--- src/hdl/wdt_cfg.svh ---
// watchdog constants: register offsets, field positions, reset values
// assumes inclusion by bare name from the design files of the watchdog
`ifndef WDT_CFG_SVH
`define WDT_CFG_SVH

// register byte offsets on the avalon slave
`define WDT_OFS_CTRL     4'h0
`define WDT_OFS_OPT      4'h4
`define WDT_OFS_CFG      4'h8
`define WDT_OFS_STAT     4'hC

// reset values
`define WDT_CTRL_RST     8'h08
`define WDT_OPT_RST      8'hFF
`define WDT_CFG_RST      8'h00

// watchdog_control fields
`define WDT_CTRL_MASK    8'h1F
`define WDT_SWEN_BIT     0
`define WDT_PSEL_MSB     4
`define WDT_PSEL_LSB     1
`define WDT_PSEL_MAX     4'hB

// option_settings fields
`define WDT_PSA_BIT      3
`define WDT_RATIO_MSB    2

// configuration_word fields
`define WDT_HWEN_BIT     3
`define WDT_FOSC_MSB     2

// status fields
`define WDT_STAT_RUN_BIT 0
`define WDT_STAT_TO_BIT  1
`define WDT_STAT_OST_BIT 2

// chain masks
`define WDT_PRE_FULL     16'hFFFF
`define WDT_POST_FULL    8'hFF
`define WDT_RATIO_MAX    3'h7

`endif

--- src/hdl/wdt_pkg.sv ---
// watchdog types shared by the top and the shared prescaler
// assumes nothing beyond a systemverilog compiler
package wdt_pkg;

  typedef logic [7:0] reg8_type;
  typedef logic [3:0] period_type;
  typedef logic [2:0] ratio_type;

  // system clock source codes held in configuration_word
  typedef enum logic [2:0] {
    FOSC_CRYSTAL_LOW_POWER  = 3'h0,
    FOSC_CRYSTAL_MEDIUM     = 3'h1,
    FOSC_CRYSTAL_HIGH_SPEED = 3'h2,
    FOSC_EXTERNAL_RC        = 3'h3,
    FOSC_INTERNAL_OSC       = 3'h4,
    FOSC_EXTERNAL_CLOCK     = 3'h5,
    FOSC_TIMER1_OSC         = 3'h6,
    FOSC_SPARE              = 3'h7
  } fosc_type;

endpackage

--- src/hdl/wdt_ps_if.sv ---
// carrier between the watchdog top and the shared 8-bit prescaler
// assumes both ends run on the same clock
`timescale 1ns/10ps
`default_nettype none

interface wdt_ps_if;
  logic               clr;
  logic               wdt_tick;
  logic               t0_tick;
  logic               assign_wdt;
  wdt_pkg::ratio_type ratio;
  logic               wdt_out;
  logic               t0_out;

  modport scaler (input clr, wdt_tick, t0_tick, assign_wdt, ratio, output wdt_out, t0_out);
  modport user   (output clr, wdt_tick, t0_tick, assign_wdt, ratio, input wdt_out, t0_out);
endinterface

`default_nettype wire

--- src/hdl/wdt_shared_prescaler.sv ---
// shared 8-bit scaler, serving either the watchdog or timer0
// assumes ticks are one-cycle pulses on CLK from the same domain
`timescale 1ns/10ps
`default_nettype none
`include "wdt_cfg.svh"

module wdt_shared_prescaler (
  input  wire logic   clk,    // system clock
  input  wire logic   rst,    // synchronous reset, high
  wdt_ps_if.scaler    ps      // scaler side of the carrier
);

  logic [7:0] cnt;
  logic [7:0] next_cnt;
  logic       prev_assign;
  logic [7:0] full_mask;
  logic [7:0] mask;
  logic       tick_in;
  logic       term;
  logic       clr_now;

  ////////////////////////////////////////////////////////////////////////
  // terminal count: 2^ratio for the watchdog, 2^(ratio+1) for timer0
  always_comb
  begin
    full_mask = `WDT_POST_FULL >> (`WDT_RATIO_MAX - ps.ratio);
    mask      = ps.assign_wdt ? (full_mask >> 1) : full_mask;
    tick_in   = ps.assign_wdt ? ps.wdt_tick : ps.t0_tick;
    term      = tick_in && ((cnt & mask) == mask);
    // a change of owner restarts the count so no stale partial count leaks
    clr_now   = (ps.clr && ps.assign_wdt) || (prev_assign != ps.assign_wdt);
    if (clr_now)
      next_cnt = 8'h00;
    else if (term)
      next_cnt = 8'h00;
    else if (tick_in)
      next_cnt = cnt + 8'h01;
    else
      next_cnt = cnt;
    ps.wdt_out = ps.assign_wdt ? (term && !clr_now) : ps.wdt_tick;
    ps.t0_out  = ps.assign_wdt ? ps.t0_tick : (term && !clr_now);
  end

  // state register
  always_ff @(posedge clk)
  begin
    if (rst)
    begin
      cnt         <= 8'h00;
      prev_assign <= 1'b1;
    end
    else
    begin
      cnt         <= next_cnt;
      prev_assign <= ps.assign_wdt;
    end
  end
endmodule // wdt_shared_prescaler

`default_nettype wire

--- src/hdl/wdt_top.sv ---
// watchdog timer core with avalon-mm register slave
// assumes a 250 MHz CLK, slow oscillator on a pin, control pulses on CLK
`timescale 1ns/10ps
`default_nettype none
`include "wdt_cfg.svh"

module wdt_top (
  input  wire logic        CLK,             // 250 MHz system clock
  input  wire logic        SYS_RST,         // synchronous reset, high
  input  wire logic [3:0]  AVS_ADDRESS,     // byte address
  input  wire logic        AVS_READ,        // read request
  input  wire logic        AVS_WRITE,       // write request
  input  wire logic [31:0] AVS_WRITEDATA,   // write data
  input  wire logic [3:0]  AVS_BYTEENABLE,  // byte lanes
  output var  logic [31:0] AVS_READDATA,    // read data
  output var  logic        AVS_WAITREQUEST, // stall
  input  wire logic        SLOW_OSC,        // 31 kHz oscillator pin
  input  wire logic        CLR_WDT,         // clear instruction pulse
  input  wire logic        OSC_FAIL,        // oscillator failure pulse
  input  wire logic        SLEEP_ENTER,     // sleep entry pulse
  input  wire logic        SLEEP_EXIT,      // wake-up pulse
  input  wire logic        OST_BUSY,        // start-up timer running
  input  wire logic        SLOW_OSC_READY,  // slow osc up for system use
  input  wire logic        T0_TICK,         // timer0 clock pulse
  output var  logic        T0_PRESCALED,    // timer0 scaled pulse
  output var  logic        WDT_TIMEOUT,     // time-out pulse
  output var  logic        WDT_RUNNING,     // watchdog counting
  output var  logic        SLOW_OSC_STABLE  // stable flag for software
);

  wdt_ps_if psif ();

  wdt_pkg::reg8_type  ctrl;
  wdt_pkg::reg8_type  opt;
  wdt_pkg::reg8_type  cfg;
  wdt_pkg::reg8_type  next_ctrl;
  wdt_pkg::reg8_type  next_opt;
  wdt_pkg::reg8_type  next_cfg;
  logic [15:0]        pre;
  logic [15:0]        next_pre;
  logic               osc_s0;
  logic               osc_s1;
  logic               osc_s2;
  logic               ost_hold;
  logic               next_ost_hold;
  logic               ost_prev;
  logic               seen_to;
  logic               next_seen_to;
  logic               next_waitreq;
  logic [31:0]        next_rdata;
  logic               next_timeout;
  logic               next_running;
  logic               next_t0;
  logic               next_stable;

  logic               slow_tick;
  logic               enabled;
  logic               crystal;
  logic               clear_all;
  wdt_pkg::period_type period;
  logic [15:0]        pre_mask;
  logic               pre_term;
  logic               wr_done;
  wdt_pkg::fosc_type  fosc;

  ////////////////////////////////////////////////////////////////////////
  // enable, clear and chain terms
  always_comb
  begin
    // edge of the synchronised oscillator; the first flop is never read here
    slow_tick = osc_s1 && !osc_s2;
    // hardware enable overrides the software bit; either one starts the chain
    enabled   = cfg[`WDT_HWEN_BIT] || ctrl[`WDT_SWEN_BIT];
    fosc      = wdt_pkg::fosc_type'(cfg[`WDT_FOSC_MSB:0]);
    crystal   = (fosc == wdt_pkg::FOSC_CRYSTAL_LOW_POWER)
             || (fosc == wdt_pkg::FOSC_CRYSTAL_MEDIUM)
             || (fosc == wdt_pkg::FOSC_CRYSTAL_HIGH_SPEED);
    // every clear source, including the start-up timer borrowing the counter
    clear_all = !enabled || CLR_WDT || OSC_FAIL || SLEEP_EXIT
             || SLEEP_ENTER || OST_BUSY || ost_hold;
    // reserved codes clamp to the longest ratio rather than misbehave
    period    = (ctrl[`WDT_PSEL_MSB:`WDT_PSEL_LSB] > `WDT_PSEL_MAX)
              ? `WDT_PSEL_MAX : ctrl[`WDT_PSEL_MSB:`WDT_PSEL_LSB];
    pre_mask  = `WDT_PRE_FULL >> (`WDT_PSEL_MAX - period);
    // low bits all ones wraps even after the period is shortened mid-count
    pre_term  = slow_tick && ((pre & pre_mask) == pre_mask);
  end

  // shared scaler hookup
  // watchdog ticks are gated by the clears so a cleared chain cannot time out
  assign psif.clr        = clear_all;
  assign psif.wdt_tick   = pre_term && !clear_all;
  assign psif.t0_tick    = T0_TICK;
  assign psif.assign_wdt = opt[`WDT_PSA_BIT];
  assign psif.ratio      = opt[`WDT_RATIO_MSB:0];

  wdt_shared_prescaler u_scaler (
    .clk (CLK),
    .rst (SYS_RST),
    .ps  (psif.scaler)
  );

  ////////////////////////////////////////////////////////////////////////
  // next state of counter, holds, registers and bus
  always_comb
  begin
    // a write lands only in the answer cycle and only with lane 0 set
    wr_done = AVS_WRITE && !AVS_WAITREQUEST && AVS_BYTEENABLE[0];
    // prescaler count
    if (clear_all)
      next_pre = 16'h0000;
    else if (pre_term)
      next_pre = 16'h0000;
    else if (slow_tick)
      next_pre = pre + 16'h0001;
    else
      next_pre = pre;
    // crystal wake-up waits for the start-up timer to finish
    if (SLEEP_EXIT && crystal)
      next_ost_hold = 1'b1;
    else if (ost_prev && !OST_BUSY)
      next_ost_hold = 1'b0;
    else
      next_ost_hold = ost_hold;
    // register writes
    next_ctrl = ctrl;
    next_opt  = opt;
    next_cfg  = cfg;
    if (wr_done && AVS_ADDRESS == `WDT_OFS_CTRL)
      next_ctrl = AVS_WRITEDATA[7:0] & `WDT_CTRL_MASK;
    if (wr_done && AVS_ADDRESS == `WDT_OFS_OPT)
      next_opt = AVS_WRITEDATA[7:0];
    if (wr_done && AVS_ADDRESS == `WDT_OFS_CFG)
      next_cfg = AVS_WRITEDATA[7:0];
    // sticky time-out seen, write one to clear; a new time-out wins
    next_seen_to = seen_to;
    if (wr_done && AVS_ADDRESS == `WDT_OFS_STAT && AVS_WRITEDATA[`WDT_STAT_TO_BIT])
      next_seen_to = 1'b0;
    if (psif.wdt_out)
      next_seen_to = 1'b1;
    // bus answer one cycle after the request is seen
    next_waitreq = !((AVS_READ || AVS_WRITE) && AVS_WAITREQUEST);
    // read data fall back to zero after the answer cycle, where they are taken
    next_rdata   = 32'h0000_0000;
    if (AVS_READ && AVS_WAITREQUEST)
    begin
      case (AVS_ADDRESS)
        `WDT_OFS_CTRL: next_rdata[7:0] = ctrl & `WDT_CTRL_MASK;
        `WDT_OFS_OPT:  next_rdata[7:0] = opt;
        `WDT_OFS_CFG:  next_rdata[7:0] = cfg;
        `WDT_OFS_STAT:
        begin
          next_rdata[`WDT_STAT_RUN_BIT] = WDT_RUNNING;
          next_rdata[`WDT_STAT_TO_BIT]  = seen_to;
          next_rdata[`WDT_STAT_OST_BIT] = ost_hold;
        end
        default:       next_rdata = 32'h0000_0000;
      endcase
    end
    // outputs
    next_timeout = psif.wdt_out;
    next_running = enabled && !OST_BUSY && !ost_hold;
    next_t0      = psif.t0_out;
    // watchdog enable deliberately kept out of the stable flag
    next_stable  = SLOW_OSC_READY;
  end

  // state registers
  always_ff @(posedge CLK)
  begin
    if (SYS_RST)
    begin
      ctrl            <= `WDT_CTRL_RST;
      opt             <= `WDT_OPT_RST;
      cfg             <= `WDT_CFG_RST;
      pre             <= 16'h0000;
      osc_s0          <= 1'b0;
      osc_s1          <= 1'b0;
      osc_s2          <= 1'b0;
      ost_hold        <= 1'b0;
      ost_prev        <= 1'b0;
      seen_to         <= 1'b0;
      AVS_WAITREQUEST <= 1'b1;
      AVS_READDATA    <= 32'h0000_0000;
      WDT_TIMEOUT     <= 1'b0;
      WDT_RUNNING     <= 1'b0;
      T0_PRESCALED    <= 1'b0;
      SLOW_OSC_STABLE <= 1'b0;
    end
    else
    begin
      ctrl            <= next_ctrl;
      opt             <= next_opt;
      cfg             <= next_cfg;
      pre             <= next_pre;
      osc_s0          <= SLOW_OSC;
      osc_s1          <= osc_s0;
      osc_s2          <= osc_s1;
      ost_hold        <= next_ost_hold;
      ost_prev        <= OST_BUSY;
      seen_to         <= next_seen_to;
      AVS_WAITREQUEST <= next_waitreq;
      AVS_READDATA    <= next_rdata;
      WDT_TIMEOUT     <= next_timeout;
      WDT_RUNNING     <= next_running;
      T0_PRESCALED    <= next_t0;
      SLOW_OSC_STABLE <= next_stable;
    end
  end
endmodule // wdt_top

`default_nettype wire
--- config.mk ---
export PLATFORM = sky130hd
export DESIGN_NAME = wdt_top
export DESIGN_NICKNAME = d
export VERILOG_FILES = /design/src/hdl/wdt_pkg.sv /design/src/hdl/wdt_ps_if.sv /design/src/hdl/wdt_shared_prescaler.sv /design/src/hdl/wdt_top.sv
export VERILOG_INCLUDE_DIRS = /design/src /design/src/hdl
export SDC_FILE = /design/constraint.sdc
export NUM_CORES = 1
export LEC_CHECK = 0
export ABC_AREA = 0
export BUFFER_PORTS_ARGS = -buffer_cell sky130_fd_sc_hd__clkbuf_2
export CAP_MARGIN = 30
export CORE_ASPECT_RATIO = 0.5
export CORE_MARGIN = 2
export CORE_UTILIZATION = 55
export CTS_CLUSTER_DIAMETER = 150
export DETAILED_ROUTE_END_ITERATION = 8
export GPL_TIMING_DRIVEN = 0
export PLACE_DENSITY_LB_ADDON = 0.15
export SETUP_SLACK_MARGIN = 0.5
export SLEW_MARGIN = 20
export SYNTH_ARGS = -nofsm -noshare
export SYNTH_HDL_FRONTEND = slang
export SYNTH_SLANG_ARGS = --single-unit
--- constraint.sdc ---
create_clock -name CLK -period 6.1 [get_ports CLK]
set_clock_uncertainty 0.15 [all_clocks]
set_input_delay 1.22 -clock CLK [delete_from_list [all_inputs] [get_ports CLK]]
set_output_delay 1.22 -clock CLK [all_outputs]
set_load 0.005 [all_outputs]
==> summary.txt <==
Floorplan
  – Die X: around 110 um
  – Io pins: 89
  – Die area: about 6400 um2
  – Initial Util: between 50% and 60%
  – Die Ht: 57.69 um
  – Area of the core: around 5500 um2
  – Row count: 19

Setup path
  – Crit-path max cell delay: about 0.56 ns
  – Worst Setup End Kind: flip-flop
  – Critical path class: primary input to flip-flop
  – Crit Path Max Fanout: 10
  – CP Data Arrival Time: between 3 and 4 ns
  – Crit-path slowest cell: or4_4
  – Worst EP required: 6.22 ns
  – Critical Path Start Type: primary input
  – Critical path cell sequence: clkbuf_2, or4_4, nor4b_4, nand4_1, buf_2, a21oi_1, a211o_1

Clocking
  – CTS tree: yes
  – Clk_lat worst skew: roughly 0.33 ns
  – CTS sink cnt: 65
  – Worst-path clk slew: around 0.05 ns
  – Maximum root-to-sink buffer count: 2
  – Post-cts resize count: 0
  – Root buffer cell: clkbuf_16
  – Number of buffers created by CTS: 9
  – Hold Buf Count CTS: 0
  – CTS H-tree lvls: 3
  – Setup Buffers After CTS: 0

Finish
  – Reg area: roughly 1300 um2
  – Most common cell after layout, fill and taps aside: dfxtp_1
  – Core Util, Final: about 70%
  – Ant. Diodes: 0
  – Multi-input gate area: between 1500 and 2000 um2
  – Finished Layout Cells: 509
  – Synth-to-layout area growth: 20.48%
  – Layout cells sized above 1: about a fifth
  – # fillers: about 450
  – Layout Nets: roughly 500
  – Fin area: approximately 3800 um2
  – Most frequent cells in the layout: dfxtp_1 (65), nor2_1 (48), clkbuf_2 (34)

Yosys
  – Simple-gate share of the synthesized area: 24.66%
  – Yosys reg bits: 65
  – Multiplexer area fraction after synthesis: roughly 5.9%
  – Synth Flop Type: dfxtp_1
  – Largest family of logic cells by synthesized area: simple AND/OR/NAND/NOR gates
  – Synth Area in Compound Gates: 14.88%
  – Post-synthesis cell type count: 51
  – Mean Syn Cell Area: 8.710 um2
  – Adder-cell share of the synthesized area: less than 1%
  – Seq/Total Area, Yosys: just over 40%
  – EDFF count, synth: 0
  – Mapped cell area: between 3000 and 4000 um2
  – Synth async-reset ratio: 0%
  – Cells after Synth: ~360
  – Synth Area in XOR/XNOR: slightly below 4%
  – Syn. warnings: 0

Global route
  – Largest net degree at the start of global routing: 11
  – Vias in the first global route: 2564
  – Initial antenna violation count: 0
  – Total GRT Usage: approximately a quarter
  – Global-route wire length before repair: between 10000 and 15000 um
  – Gr ovfl total: 0

Place
  – DP Area: 3518 um2
  – HPWL Detailed: around 5400 um
  – Quantity of I/O buffers inserted on ports: 34
  – GP Congestion: roughly 0.83
  – Cells after DPL: between 400 and 500

Pwr
  – Leakage: around 1.7 nW
  – VDD IR max: 0.2392 mV
  – Pwr per Cell Area: 258.3 nW/um2

STA
  – Worst Tran Pin Value: 0.5598 ns
  – Fin. Hold Viols: 0
  – Fin. max-slew vios: 0
  – Setup violators final: 0
  – Max Clk Rate: about 330 MHz
  – Slew HR: a little over three fifths
  – Final Critical Period: just over 3 ns
  – RSZ-0062 raised after global routing: no
  – Fin Hold WS: between 0.2 and 0.3 ns
  – Final Cycle Share: between 40% and 50%
  – Setup TNS: 0 ns

Min path
  – Min-Delay Path Class: flip-flop to flip-flop

Drt
  – First-pass iteration count of the detailed router: 4
  – Final WL: between 7000 and 8000 um
  – DR vias: 2761
  – Vias/cell: approximately 5.4
  – Number of remaining DRC errors: 0
  – Wire per inst: ~14 um
  – Final ANT Viol Nets: 0
  – DR iter-0 viols: 209

Run
  – Max-capacitance violation count: 0

Run status
  – Status: finished, final reports clean
-- area by class of cell --
| cell class | instances | area share (%) |
|---|---|---|
| multi-input cells | 275 | 43.96 |
| plain buffers | 39 | 6.453 |
| clock buffers | 14 | 7.697 |
| flip-flops and latches | 65 | 34.06 |
| repair buffers | 34 | 4.455 |
| clock inverters | 1 | 0.1965 |
| well taps | 73 | 2.391 |
| inverters | 8 | 0.7861 |
-- stage by stage --
stage | power [mW] | setup WS (ns)
3_5_place_dp | 0.4879 | 2.801
6_report | 0.9866 | 3.066
3_3_place_gp | 0.4866 | 2.842
4_1_cts | 0.9966 | 3.133
5_1_grt | 1.020 | 2.980
2_1_floorplan | 0.4723 | 3.123
-- path summary, 6_finish.rpt --
path,startpoint,to,slack [ns],cells after the start
min reg2reg,osc_s0$_SDFF_PP0_,osc_s1$_SDFF_PP0_,0.28,1
max reg2reg,opt[3]$_SDFFE_PP1P_,seen_to$_SDFFE_PP0P_,3.62,7
min,osc_s0$_SDFF_PP0_,osc_s1$_SDFF_PP0_,0.28,1
max,SLEEP_EXIT,seen_to$_SDFFE_PP0P_,3.07,7
-- Yosys cell counts, types with 8 or more instances --
cell type / instances / area [um2]
dfxtp_1: 65 / 1301
a21oi_1: 13 / 65.06
a22oi_1: 9 / 67.56
and3_1: 15 / 93.84
nor2b_1: 17 / 106.4
xor2_1: 8 / 70.07
o21ai_0: 9 / 45.04
nand2_1: 32 / 120.1
nor2_1: 48 / 180.2
nand3_1: 10 / 50.05
a211o_1: 10 / 87.58
inv_1: 8 / 30.03
buf_4: 24 / 180.2
mux2i_1: 12 / 120.1
clkbuf_1: 12 / 45.04
-- worst max-delay path, delay by kind of cell --
kind                   cells  cell delay [ns]
and+or+nand+nor            3             1.16
buffers and inverters      2             0.36
AOI/OAI and AO/OA          2             0.42
-- layer usage --
| layer | vias to the layer above | share of wire (%) | track usage [%] | wire length (um) |
|---|---|---|---|---|
| met5 | - | 0 | 0 | 0 |
| met2 | 97 | 46 | 40.07 | 3377 |
| met4 | 0 | 1.3 | 8.466 | 92 |
| li1 | 1364 | - | - | - |
| met1 | 1290 | 46 | 30.57 | 3363 |
| met3 | 10 | 6.9 | 8.682 | 507 |
-- flip-flops by register name (all words and copies together), names as in the netlist, 5 cells and up --
| name | cells |
|---|---|
| AVS_READDATA | 8 |
| pre | 16 |
| ctrl | 5 |
| cfg | 8 |
| opt | 8 |
| u_scaler.cnt | 8 |
-- logic make-up (layout without fill, tap and decap cells) --
group,after synthesis,count (layout)
AO/OA/AOI/OAI,67,67
XOR/XNOR,14,14
adder cells (fa/ha/maj),2,2
buffers and inverters,47,96
flip-flops,65,65
multiplexers,15,15
other,1,24
AND/OR/NAND/NOR,153,153
-- where the power goes --
part	total (mW)	switching [mW]	internal [mW]
Combinational	0.0500	0.0250	0.0250
Clock	0.506	0.178	0.328
Sequential	0.431	0.00181	0.429
Power figures use the tool's default switching activity.
